==> src/include/sfr_map_pkg.sv <==
// Address map, reset values and fixed-bit layout of the special register space.
`default_nettype none
package sfr_map_pkg;

    localparam int          ADDR_W = 8;
    localparam int          DATA_W = 8;
    localparam int          BANK_DEPTH = 128;
    localparam logic [7:0]  SPACE_BASE = 8'h80;

    // Register addresses.
    localparam logic [7:0]  ADR_PORT_ZERO_LATCH              = 8'h80;
    localparam logic [7:0]  ADR_STACK_POINTER                = 8'h81;
    localparam logic [7:0]  ADR_DATA_POINTER_A_LOW           = 8'h82;
    localparam logic [7:0]  ADR_DATA_POINTER_A_HIGH          = 8'h83;
    localparam logic [7:0]  ADR_DATA_POINTER_B_LOW           = 8'h84;
    localparam logic [7:0]  ADR_DATA_POINTER_B_HIGH          = 8'h85;
    localparam logic [7:0]  ADR_POINTER_SELECT               = 8'h86;
    localparam logic [7:0]  ADR_POWER_CONTROL                = 8'h87;
    localparam logic [7:0]  ADR_TIMER_CONTROL                = 8'h88;
    localparam logic [7:0]  ADR_TIMER_MODE                   = 8'h89;
    localparam logic [7:0]  ADR_TIMER0_COUNT_LOW             = 8'h8A;
    localparam logic [7:0]  ADR_TIMER1_COUNT_LOW             = 8'h8B;
    localparam logic [7:0]  ADR_TIMER0_COUNT_HIGH            = 8'h8C;
    localparam logic [7:0]  ADR_TIMER1_COUNT_HIGH            = 8'h8D;
    localparam logic [7:0]  ADR_CLOCK_RATE_CONTROL           = 8'h8E;
    localparam logic [7:0]  ADR_SPECIAL_FUNCTION_SELECT      = 8'h8F;
    localparam logic [7:0]  ADR_PORT_ONE_LATCH               = 8'h90;
    localparam logic [7:0]  ADR_EXTENDED_INTERRUPT_FLAGS     = 8'h91;
    localparam logic [7:0]  ADR_PORT_ZERO_DIRECTION          = 8'h94;
    localparam logic [7:0]  ADR_PORT_ZERO_ALTERNATE          = 8'h95;
    localparam logic [7:0]  ADR_PORT_ONE_DIRECTION           = 8'h96;
    localparam logic [7:0]  ADR_SERIAL_CONTROL               = 8'h98;
    localparam logic [7:0]  ADR_SERIAL_BUFFER                = 8'h99;
    localparam logic [7:0]  ADR_RADIO_PORT_LINES             = 8'hA0;
    localparam logic [7:0]  ADR_INTERRUPT_ENABLE             = 8'hA8;
    localparam logic [7:0]  ADR_PULSE_WIDTH_CONFIG           = 8'hA9;
    localparam logic [7:0]  ADR_PULSE_WIDTH_DUTY             = 8'hAA;
    localparam logic [7:0]  ADR_WDOG_RTC_STAGE_HIGH          = 8'hAB;
    localparam logic [7:0]  ADR_WDOG_RTC_STAGE_LOW           = 8'hAC;
    localparam logic [7:0]  ADR_WDOG_RTC_STAGE_CONTROL       = 8'hAD;
    localparam logic [7:0]  ADR_RESET_CAUSE                  = 8'hB1;
    localparam logic [7:0]  ADR_SERIAL_PERIPH_DATA           = 8'hB2;
    localparam logic [7:0]  ADR_SERIAL_PERIPH_CONTROL        = 8'hB3;
    localparam logic [7:0]  ADR_SERIAL_PERIPH_RATE           = 8'hB4;
    localparam logic [7:0]  ADR_INTERRUPT_PRIORITY           = 8'hB8;
    localparam logic [7:0]  ADR_CRYSTAL_OUTPUT_CONFIG        = 8'hBF;
    localparam logic [7:0]  ADR_TIMER2_CONTROL               = 8'hC8;
    localparam logic [7:0]  ADR_TIMER2_RELOAD_LOW            = 8'hCA;
    localparam logic [7:0]  ADR_TIMER2_RELOAD_HIGH           = 8'hCB;
    localparam logic [7:0]  ADR_TIMER2_COUNT_LOW             = 8'hCC;
    localparam logic [7:0]  ADR_TIMER2_COUNT_HIGH            = 8'hCD;
    localparam logic [7:0]  ADR_PROGRAM_STATUS_WORD          = 8'hD0;
    localparam logic [7:0]  ADR_EXTENDED_INTERRUPT_CONTROL   = 8'hD8;
    localparam logic [7:0]  ADR_ACCUMULATOR                  = 8'hE0;
    localparam logic [7:0]  ADR_EXTENDED_INTERRUPT_ENABLE    = 8'hE8;
    localparam logic [7:0]  ADR_MULTIPLY_DIVIDE_OPERAND      = 8'hF0;
    localparam logic [7:0]  ADR_EXTENDED_INTERRUPT_PRIORITY  = 8'hF8;
    localparam logic [7:0]  ADR_SILICON_REVISION             = 8'hFE;
    localparam logic [7:0]  ADR_RESERVED_TOP                 = 8'hFF;

    // Reset values that differ from zero, then the zero default for all others.
    localparam logic [7:0]  RST_PORT_ZERO_LATCH              = 8'hFF;
    localparam logic [7:0]  RST_STACK_POINTER                = 8'h07;
    localparam logic [7:0]  RST_POWER_CONTROL                = 8'h30;
    localparam logic [7:0]  RST_CLOCK_RATE_CONTROL           = 8'h01;
    localparam logic [7:0]  RST_PORT_ONE_LATCH               = 8'hFF;
    localparam logic [7:0]  RST_EXTENDED_INTERRUPT_FLAGS     = 8'h08;
    localparam logic [7:0]  RST_PORT_ZERO_DIRECTION          = 8'hFF;
    localparam logic [7:0]  RST_PORT_ONE_DIRECTION           = 8'hF4;
    localparam logic [7:0]  RST_RADIO_PORT_LINES             = 8'h08;
    localparam logic [7:0]  RST_RESET_CAUSE                  = 8'h02;
    localparam logic [7:0]  RST_INTERRUPT_PRIORITY           = 8'h80;
    localparam logic [7:0]  RST_CRYSTAL_OUTPUT_CONFIG        = 8'h27;
    localparam logic [7:0]  RST_EXTENDED_INTERRUPT_CONTROL   = 8'h40;
    localparam logic [7:0]  RST_EXTENDED_INTERRUPT_ENABLE    = 8'hE0;
    localparam logic [7:0]  RST_EXTENDED_INTERRUPT_PRIORITY  = 8'hE0;
    localparam logic [7:0]  RST_DEFAULT                      = 8'h00;

    // Hard-wired bits: mask marks the fixed positions, value gives their level.
    localparam logic [7:0]  FIX_MASK_POINTER_SELECT          = 8'hFE;
    localparam logic [7:0]  FIX_VAL_POINTER_SELECT           = 8'h00;
    localparam logic [7:0]  FIX_MASK_POWER_CONTROL           = 8'h30;
    localparam logic [7:0]  FIX_VAL_POWER_CONTROL            = 8'h30;
    localparam logic [7:0]  FIX_MASK_SPECIAL_FUNCTION_SELECT = 8'hFE;
    localparam logic [7:0]  FIX_VAL_SPECIAL_FUNCTION_SELECT  = 8'h00;
    localparam logic [7:0]  FIX_MASK_EXT_INT_FLAGS           = 8'h0F;
    localparam logic [7:0]  FIX_VAL_EXT_INT_FLAGS            = 8'h08;
    localparam logic [7:0]  FIX_MASK_INTERRUPT_ENABLE        = 8'h40;
    localparam logic [7:0]  FIX_VAL_INTERRUPT_ENABLE         = 8'h00;
    localparam logic [7:0]  FIX_MASK_INTERRUPT_PRIORITY      = 8'hC0;
    localparam logic [7:0]  FIX_VAL_INTERRUPT_PRIORITY       = 8'h80;
    localparam logic [7:0]  FIX_MASK_EXT_INT_CONTROL         = 8'h77;
    localparam logic [7:0]  FIX_VAL_EXT_INT_CONTROL          = 8'h40;
    localparam logic [7:0]  FIX_MASK_EXT_INT_ENABLE          = 8'hE0;
    localparam logic [7:0]  FIX_VAL_EXT_INT_ENABLE           = 8'hE0;
    localparam logic [7:0]  FIX_MASK_EXT_INT_PRIORITY        = 8'hE0;
    localparam logic [7:0]  FIX_VAL_EXT_INT_PRIORITY         = 8'hE0;
    localparam logic [7:0]  FIX_NONE                         = 8'h00;

    // Arbitrary neutral revision value; the real part supplies its own.
    localparam logic [7:0]  SILICON_REVISION_DEFAULT         = 8'h00;

    localparam int          POINTER_SELECT_BIT = 0;

endpackage
`default_nettype wire

==> src/rtl/sfr_read_port.sv <==
// Registered read-data stage of the special register bank.
`default_nettype none
module sfr_read_port
    import sfr_map_pkg::*;
(
    input  wire logic              clk_sys_i,
    input  wire logic              rst_n_i,
    input  wire logic              rd_i,
    input  wire logic              hit_i,
    input  wire logic [DATA_W-1:0] data_i,
    output var  logic [DATA_W-1:0] rdata_o,
    output var  logic              rd_valid_o
);

    ////////////////////////////////////////////////////////////////////////////
    // A miss still answers, with zero, so the core never waits on a hole.
    always_ff @(posedge clk_sys_i or negedge rst_n_i)
    begin
        if (!rst_n_i)
        begin
            rdata_o <= 8'h00;
        end
        else if (rd_i)
        begin
            rdata_o <= hit_i ? data_i : 8'h00;
        end
    end

    always_ff @(posedge clk_sys_i or negedge rst_n_i)
    begin
        if (!rst_n_i)
        begin
            rd_valid_o <= 1'b0;
        end
        else
        begin
            rd_valid_o <= rd_i;
        end
    end

endmodule
`default_nettype wire

==> src/rtl/sfr_space_decode_map.sv <==
// Special register bank of the upper direct address space with decode and fixed bits.
`default_nettype none
module sfr_space_decode_map
    import sfr_map_pkg::*;
#(
    parameter logic [7:0] SILICON_REVISION = SILICON_REVISION_DEFAULT
)
(
    input  wire logic              clk_sys_i,
    input  wire logic              rst_n_i,
    input  wire logic              wdog_rst_i,
    input  wire logic [ADDR_W-1:0] sfr_addr_i,
    input  wire logic              sfr_wr_i,
    input  wire logic              sfr_rd_i,
    input  wire logic [DATA_W-1:0] sfr_wdata_i,
    output var  logic [DATA_W-1:0] sfr_rdata_o,
    output var  logic              sfr_rd_valid_o,
    output var  logic              reserved_wr_o,
    output var  logic              pointer_sel_o,
    output var  logic [7:0]        port_zero_alternate_o,
    output var  logic [15:0]       wdog_rtc_stage_o,
    output var  logic [15:0]       timer2_reload_o,
    output var  logic [15:0]       timer2_count_o
);

    ////////////////////////////////////////////////////////////////////////////
    // Decode functions.

    // Every assigned register of the upper half; the reserved top address is not one.
    function automatic logic reg_known(input logic [7:0] a);
        logic hit;
        hit = 1'b0;
        if (a[7])
        begin
            case (a)
                ADR_PORT_ZERO_LATCH,
                ADR_STACK_POINTER,
                ADR_DATA_POINTER_A_LOW,
                ADR_DATA_POINTER_A_HIGH,
                ADR_DATA_POINTER_B_LOW,
                ADR_DATA_POINTER_B_HIGH,
                ADR_POINTER_SELECT,
                ADR_POWER_CONTROL,
                ADR_TIMER_CONTROL,
                ADR_TIMER_MODE,
                ADR_TIMER0_COUNT_LOW,
                ADR_TIMER1_COUNT_LOW,
                ADR_TIMER0_COUNT_HIGH,
                ADR_TIMER1_COUNT_HIGH,
                ADR_CLOCK_RATE_CONTROL,
                ADR_SPECIAL_FUNCTION_SELECT,
                ADR_PORT_ONE_LATCH,
                ADR_EXTENDED_INTERRUPT_FLAGS,
                ADR_PORT_ZERO_DIRECTION,
                ADR_PORT_ZERO_ALTERNATE,
                ADR_PORT_ONE_DIRECTION,
                ADR_SERIAL_CONTROL,
                ADR_SERIAL_BUFFER,
                ADR_RADIO_PORT_LINES,
                ADR_INTERRUPT_ENABLE,
                ADR_PULSE_WIDTH_CONFIG,
                ADR_PULSE_WIDTH_DUTY,
                ADR_WDOG_RTC_STAGE_HIGH,
                ADR_WDOG_RTC_STAGE_LOW,
                ADR_WDOG_RTC_STAGE_CONTROL,
                ADR_RESET_CAUSE,
                ADR_SERIAL_PERIPH_DATA,
                ADR_SERIAL_PERIPH_CONTROL,
                ADR_SERIAL_PERIPH_RATE,
                ADR_INTERRUPT_PRIORITY,
                ADR_CRYSTAL_OUTPUT_CONFIG,
                ADR_TIMER2_CONTROL,
                ADR_TIMER2_RELOAD_LOW,
                ADR_TIMER2_RELOAD_HIGH,
                ADR_TIMER2_COUNT_LOW,
                ADR_TIMER2_COUNT_HIGH,
                ADR_PROGRAM_STATUS_WORD,
                ADR_EXTENDED_INTERRUPT_CONTROL,
                ADR_ACCUMULATOR,
                ADR_EXTENDED_INTERRUPT_ENABLE,
                ADR_MULTIPLY_DIVIDE_OPERAND,
                ADR_EXTENDED_INTERRUPT_PRIORITY,
                ADR_SILICON_REVISION:
                    hit = 1'b1;
                default:
                    hit = 1'b0;
            endcase
        end
        return hit;
    endfunction

    function automatic logic reg_read_only(input logic [7:0] a);
        return a == ADR_SILICON_REVISION;
    endfunction

    function automatic logic [7:0] reg_fix_mask(input logic [7:0] a);
        logic [7:0] m;
        case (a)
            ADR_POINTER_SELECT:              m = FIX_MASK_POINTER_SELECT;
            ADR_POWER_CONTROL:               m = FIX_MASK_POWER_CONTROL;
            ADR_SPECIAL_FUNCTION_SELECT:     m = FIX_MASK_SPECIAL_FUNCTION_SELECT;
            ADR_EXTENDED_INTERRUPT_FLAGS:    m = FIX_MASK_EXT_INT_FLAGS;
            ADR_INTERRUPT_ENABLE:            m = FIX_MASK_INTERRUPT_ENABLE;
            ADR_INTERRUPT_PRIORITY:          m = FIX_MASK_INTERRUPT_PRIORITY;
            ADR_EXTENDED_INTERRUPT_CONTROL:  m = FIX_MASK_EXT_INT_CONTROL;
            ADR_EXTENDED_INTERRUPT_ENABLE:   m = FIX_MASK_EXT_INT_ENABLE;
            ADR_EXTENDED_INTERRUPT_PRIORITY: m = FIX_MASK_EXT_INT_PRIORITY;
            default:                         m = FIX_NONE;
        endcase
        return m;
    endfunction

    function automatic logic [7:0] reg_fix_val(input logic [7:0] a);
        logic [7:0] v;
        case (a)
            ADR_POINTER_SELECT:              v = FIX_VAL_POINTER_SELECT;
            ADR_POWER_CONTROL:               v = FIX_VAL_POWER_CONTROL;
            ADR_SPECIAL_FUNCTION_SELECT:     v = FIX_VAL_SPECIAL_FUNCTION_SELECT;
            ADR_EXTENDED_INTERRUPT_FLAGS:    v = FIX_VAL_EXT_INT_FLAGS;
            ADR_INTERRUPT_ENABLE:            v = FIX_VAL_INTERRUPT_ENABLE;
            ADR_INTERRUPT_PRIORITY:          v = FIX_VAL_INTERRUPT_PRIORITY;
            ADR_EXTENDED_INTERRUPT_CONTROL:  v = FIX_VAL_EXT_INT_CONTROL;
            ADR_EXTENDED_INTERRUPT_ENABLE:   v = FIX_VAL_EXT_INT_ENABLE;
            ADR_EXTENDED_INTERRUPT_PRIORITY: v = FIX_VAL_EXT_INT_PRIORITY;
            default:                         v = FIX_NONE;
        endcase
        return v;
    endfunction

    function automatic logic [7:0] reg_reset_val(input logic [7:0] a);
        logic [7:0] r;
        case (a)
            ADR_PORT_ZERO_LATCH:             r = RST_PORT_ZERO_LATCH;
            ADR_STACK_POINTER:               r = RST_STACK_POINTER;
            ADR_POWER_CONTROL:               r = RST_POWER_CONTROL;
            ADR_CLOCK_RATE_CONTROL:          r = RST_CLOCK_RATE_CONTROL;
            ADR_PORT_ONE_LATCH:              r = RST_PORT_ONE_LATCH;
            ADR_EXTENDED_INTERRUPT_FLAGS:    r = RST_EXTENDED_INTERRUPT_FLAGS;
            ADR_PORT_ZERO_DIRECTION:         r = RST_PORT_ZERO_DIRECTION;
            ADR_PORT_ONE_DIRECTION:          r = RST_PORT_ONE_DIRECTION;
            ADR_RADIO_PORT_LINES:            r = RST_RADIO_PORT_LINES;
            ADR_RESET_CAUSE:                 r = RST_RESET_CAUSE;
            ADR_INTERRUPT_PRIORITY:          r = RST_INTERRUPT_PRIORITY;
            ADR_CRYSTAL_OUTPUT_CONFIG:       r = RST_CRYSTAL_OUTPUT_CONFIG;
            ADR_EXTENDED_INTERRUPT_CONTROL:  r = RST_EXTENDED_INTERRUPT_CONTROL;
            ADR_EXTENDED_INTERRUPT_ENABLE:   r = RST_EXTENDED_INTERRUPT_ENABLE;
            ADR_EXTENDED_INTERRUPT_PRIORITY: r = RST_EXTENDED_INTERRUPT_PRIORITY;
            default:                         r = RST_DEFAULT;
        endcase
        return r;
    endfunction

    function automatic logic [6:0] bank_index(input logic [7:0] a);
        return a[6:0];
    endfunction

    ////////////////////////////////////////////////////////////////////////////
    // Storage. Unused bit positions are kept like any other bit and only read back.

    logic [7:0] bank_reg [0:BANK_DEPTH-1];
    logic       addr_known;
    logic       wr_accept;
    logic [7:0] wr_value;
    logic [7:0] rd_value;

    assign addr_known = reg_known(sfr_addr_i);
    assign wr_accept  = sfr_wr_i && addr_known && !reg_read_only(sfr_addr_i);

    // Fixed positions are forced on the way in so storage never holds a wrong constant.
    assign wr_value = (sfr_wdata_i & ~reg_fix_mask(sfr_addr_i))
                    | reg_fix_val(sfr_addr_i);

    // The bank is plain storage: classic registers behave as the core expects them.
    always_ff @(posedge clk_sys_i or negedge rst_n_i)
    begin
        if (!rst_n_i)
        begin
            for (int i = 0; i < BANK_DEPTH; i++)
            begin
                bank_reg[i] <= reg_reset_val(SPACE_BASE | 8'(i));
            end
        end
        else if (wdog_rst_i)
        begin
            for (int i = 0; i < BANK_DEPTH; i++)
            begin
                bank_reg[i] <= reg_reset_val(SPACE_BASE | 8'(i));
            end
        end
        else if (wr_accept)
        begin
            bank_reg[bank_index(sfr_addr_i)] <= wr_value;
        end
    end

    ////////////////////////////////////////////////////////////////////////////
    // Read path. Constants are laid over stored data once more so reads stay exact.

    always_comb
    begin
        rd_value = 8'h00;
        if (reg_read_only(sfr_addr_i))
        begin
            rd_value = SILICON_REVISION;
        end
        else if (addr_known)
        begin
            rd_value = (bank_reg[bank_index(sfr_addr_i)] & ~reg_fix_mask(sfr_addr_i))
                     | reg_fix_val(sfr_addr_i);
        end
    end

    sfr_read_port u_read_port (
        .clk_sys_i  (clk_sys_i),
        .rst_n_i    (rst_n_i),
        .rd_i       (sfr_rd_i),
        .hit_i      (addr_known),
        .data_i     (rd_value),
        .rdata_o    (sfr_rdata_o),
        .rd_valid_o (sfr_rd_valid_o)
    );

    ////////////////////////////////////////////////////////////////////////////
    // A write to an unassigned or read-only address is flagged for one cycle so a debugger can catch stray code.

    always_ff @(posedge clk_sys_i or negedge rst_n_i)
    begin
        if (!rst_n_i)
        begin
            reserved_wr_o <= 1'b0;
        end
        else
        begin
            reserved_wr_o <= sfr_wr_i && !wr_accept;
        end
    end

    ////////////////////////////////////////////////////////////////////////////
    // Register fields that steer logic outside the bank.

    assign pointer_sel_o =
        bank_reg[bank_index(ADR_POINTER_SELECT)][POINTER_SELECT_BIT];

    assign port_zero_alternate_o = bank_reg[bank_index(ADR_PORT_ZERO_ALTERNATE)];

    assign wdog_rtc_stage_o = {bank_reg[bank_index(ADR_WDOG_RTC_STAGE_HIGH)],
                               bank_reg[bank_index(ADR_WDOG_RTC_STAGE_LOW)]};

    assign timer2_reload_o = {bank_reg[bank_index(ADR_TIMER2_RELOAD_HIGH)],
                              bank_reg[bank_index(ADR_TIMER2_RELOAD_LOW)]};

    assign timer2_count_o = {bank_reg[bank_index(ADR_TIMER2_COUNT_HIGH)],
                             bank_reg[bank_index(ADR_TIMER2_COUNT_LOW)]};

endmodule
`default_nettype wire

==> config.mk <==
export PLATFORM = sky130hd
export DESIGN_NAME = sfr_space_decode_map
export DESIGN_NICKNAME = d
export VERILOG_FILES = /design/src/include/sfr_map_pkg.sv /design/src/rtl/sfr_read_port.sv /design/src/rtl/sfr_space_decode_map.sv
export SDC_FILE = /design/constraint.sdc
export NUM_CORES = 2
export LEC_CHECK = 0
export ABC_AREA = 0
export BUFFER_PORTS_ARGS = -buffer_cell sky130_fd_sc_hd__buf_2
export CORE_AREA = 2 2 353 268
export CTS_CLUSTER_DIAMETER = 50
export DETAILED_ROUTE_END_ITERATION = 8
export DIE_AREA = 0 0 355 270
export HOLD_SLACK_MARGIN = 0.15
export PLACE_DENSITY_LB_ADDON = 0.2
export SLEW_MARGIN = 0
export SYNTH_ARGS = -nofsm -noshare
export SYNTH_HDL_FRONTEND = slang
export SYNTH_SLANG_ARGS = --single-unit
==> constraint.sdc <==
create_clock -name clk_sys_i -period 1.8 [get_ports clk_sys_i]
set_input_delay 0.18 -clock clk_sys_i [delete_from_list [all_inputs] [get_ports clk_sys_i]]
set_output_delay 0.18 -clock clk_sys_i [all_outputs]
set_load 0.02 [all_outputs]
==> flow_summary.toml <==
[sta]
clock.fmax_ghz = 0.434
maxSlewViolCount = 0
worst_pin_slew_ps = 657
hold_ws_ps = -119
hold_viol = 1
fin_crit_sh_pct = 128
setup_slack_ps = -502
period_needed_ps = 2300
tns_ps = -25520
relSlewSlack_pct = 56.2
rsz0062_at_grt = "true"
setup_viol = 314
skew_ps = 25.4

[yosys]
synth.yosys.warnings = 0
synthesis.nets = 3527
synthesis.area_um2 = 45800
synthFlopType = "dfrtp_1"
ys_ff_latch = 1034
synth_cell_types = 71
synth_top_cell_area_share_pct = 53.7
synthCells = 3506
async_flop_share_pct = 100
synth_edf_count = 0
yosys.area.top_type = "dfrtp_1"
ys_top_cells_by_count = "dfrtp_1, nor2b_1, nor2_1"
avgSynthCellArea_um2 = 13.1
yosysMostFrequentCell = "dfrtp_1"
ys_seq_area_share_pct = 56.6
synthTopCellsByArea = "dfrtp_1, mux4_2, nor2b_1, mux2i_1, dfstp_2"

[global_route]
grt_pass1_vias = 33200
grt_antenna_before_repair = 5
grt_pass1_wl_um = 213000
grt_overflow = 0
track_usage_pct = 29.3
grt_start_max_net_pins = 96

[critical_path]
rr_startpoint = "bank_reg[377]"
r2r_end = "u_read_port.rdata_o[1]"
cp_top_family = "multiplexers"
critPathRequiredTime_ps = 2320
crit_chain = "mux4_2 -> mux4_2 -> nor2_4 -> nor4_2 -> a22oi_1 -> o22ai_1"
r2r_slack_ps = -500
cp_slowest_stage_delay_ps = 660
startpoint_type = "register"
worst_path_max_delay_cell = "mux4_2"
cp_max_fo = 2
critPathMostFrequentCell = "mux4_2"
cp_num_buf_inv = 0
end_kind = "register"
path_class = "register to register"
crit_arrival_ps = 2830
reg2reg_depth = 6

[drt]
drc_errors = 0
ant_nets = 0
vias = 32100
drt-wirelength-per-cell_um = 26.5
dr.pass1.iters = 5
vias_per_cell = 5.95
totalWireLength_um = 143000
drtIter0Drc = 3248

[clock_network]
cts_buffers = 108
htreeDepth = 3
path_clk_slew_ps = 60
clockRootBuffer = "clkbuf_16"
clock_sinks = 1034
clkLatencyLatePin_ps = 690
max-clock-path-buffers = 3
cts_tree = "built"
cts.hold.buffers_added = 12

[floorplan]
ios = 88
design.core.area_um2 = 92500
rows = 97
die_x_um = 355
die-area_um2 = 95900
chipHeight_um = 270
initial_core_util_pct = 49.6

[worst_hold_path]
hold_end = "u_read_port.rd_valid_o"
min_path_cells = 1
hold_path_class = "primary input to register"
min-delay-start = "sfr_rd_i"

[run_status]
violations = "hold timing, setup timing"
status = "finished with violations"

[placement]
globalplace.congestion = 0.934
dp_slack_ps = -1350
post-place-cells = 5066
port_buffers = 87
post-dp-hpwl_um = 94400

[final_layout]
area_growth_pct = 30.0
largest_reg_flops = 967
final_core_util_pct = 64.4
stdcell_count = 5393
drive_gt1_share_pct = 38.6
final_nets = 4083
nFillCells = 6665

[power_and_ir_drop]
power.leakage_uw = 0.0265
powerDensity_nw_per_um2 = 858
irDropWorstVdd_mv = 0.766

[run]
drv_cap = 0
[worst max-delay path by stage]
| stage | from | end | slack [ps] | cells past startpoint |
|---|---|---|---|---|
| after floorplan | sfr_addr_i[5] | bank_reg[987] | -550 | 10 |
| after CTS | bank_reg[377] | u_read_port.rdata_o[1] | -420 | 6 |
| after detailed placement | sfr_addr_i[1] | u_read_port.rdata_o[5] | -1350 | 11 |
| after global routing | bank_reg[377] | u_read_port.rdata_o[1] | -510 | 6 |
| final | bank_reg[377] | u_read_port.rdata_o[1] | -500 | 6 |
| after global placement | sfr_addr_i[1] | u_read_port.rdata_o[5] | -1360 | 11 |
[what timing repair did]
item	4_1_cts	5_1_grt
gates resized for setup	180	299
gates cloned	7	14
setup buffers	48	65
endpoints found under the setup margin	297	353
pin swaps	66	164
endpoints found under the hold margin	1154	9
[placed cells by master (no fill, tap or decap), types with 11 or more instances in the layout]
master	instances
clkbuf_16	126
nor2_4	23
mux4_2	242
buf_4	468
nor3_2	11
a211oi_1	17
a211o_1	39
a211oi_2	69
buf_8	11
a21oi_1	27
nor2_1	223
nor3_1	11
dlygate4sd3_1	12
a32o_1	14
clkbuf_1	19
mux2i_1	233
a211oi_4	29
dfstp_2	50
mux2i_2	12
clkinv_2	16
o22ai_1	19
nand4_1	14
dfrtp_1	982
o21ai_0	25
nand2_1	74
buf_6	67
clkbuf_8	25
nor2b_1	682
nor2_2	21
o2bb2ai_4	11
buf_2	79
nand3_1	42
buf_12	135
o2bb2ai_2	20
a2111oi_4	12
bufinv_16	11
and2_4	21
[layer usage]
| layer | part of all wire [%] | global-route usage [%] | vias to the layer above |
|---|---|---|---|
| met5 | 0.0091 | 0 | - |
| met4 | 2.6 | 7.87 | 2 |
| met3 | 9.1 | 6.93 | 261 |
| met2 | 44 | 42.4 | 1322 |
| met1 | 44 | 44.5 | 17100 |
| li1 | - | - | 13500 |
[power breakdown]
group          switching, uW  internal [uW]
Combinational           2740           1570
Clock                   9560          14000
Sequential              26.3          23300
Total                  12300          38800
[logic make-up (layout without fill, tap and decap cells)]
family                 count (synthesis)  after routing  synth area share, %
DFF                                 1034           1034                 56.6
AOI/OAI and AO/OA                    413            413                 7.67
buffers and inverters                358           1005                 3.88
and+or+nand+nor                     1204           1204                 14.4
muxes                                497            497                 17.5
other                                  0              3                    0
[final cells by class]
type | instances | area (um2) | area share, %
sequential | 1034 | 25900 | 43.5
multi-input combinational | 2114 | 20100 | 33.8
timing repair buffer | 790 | 8110 | 13.6
clock buffer | 155 | 3190 | 5.36
tap | 1237 | 1550 | 2.60
clock inverter | 46 | 586 | 0.983
inverter | 14 | 58.8 | 0.0987
antenna | 3 | 7.51 | 0.0126
[metrics by stage]
step	power, uW	hold slack, ps	cell area, um2
finish	51100	-119	59600
detailed placement	27500	124	52200
global route	52700	-140	59600
CTS	51100	-171	57400
global placement	27400	125	52200
floorplan	25500	-116	46600
No activity file was read; power rests on OpenSTA's default activity.
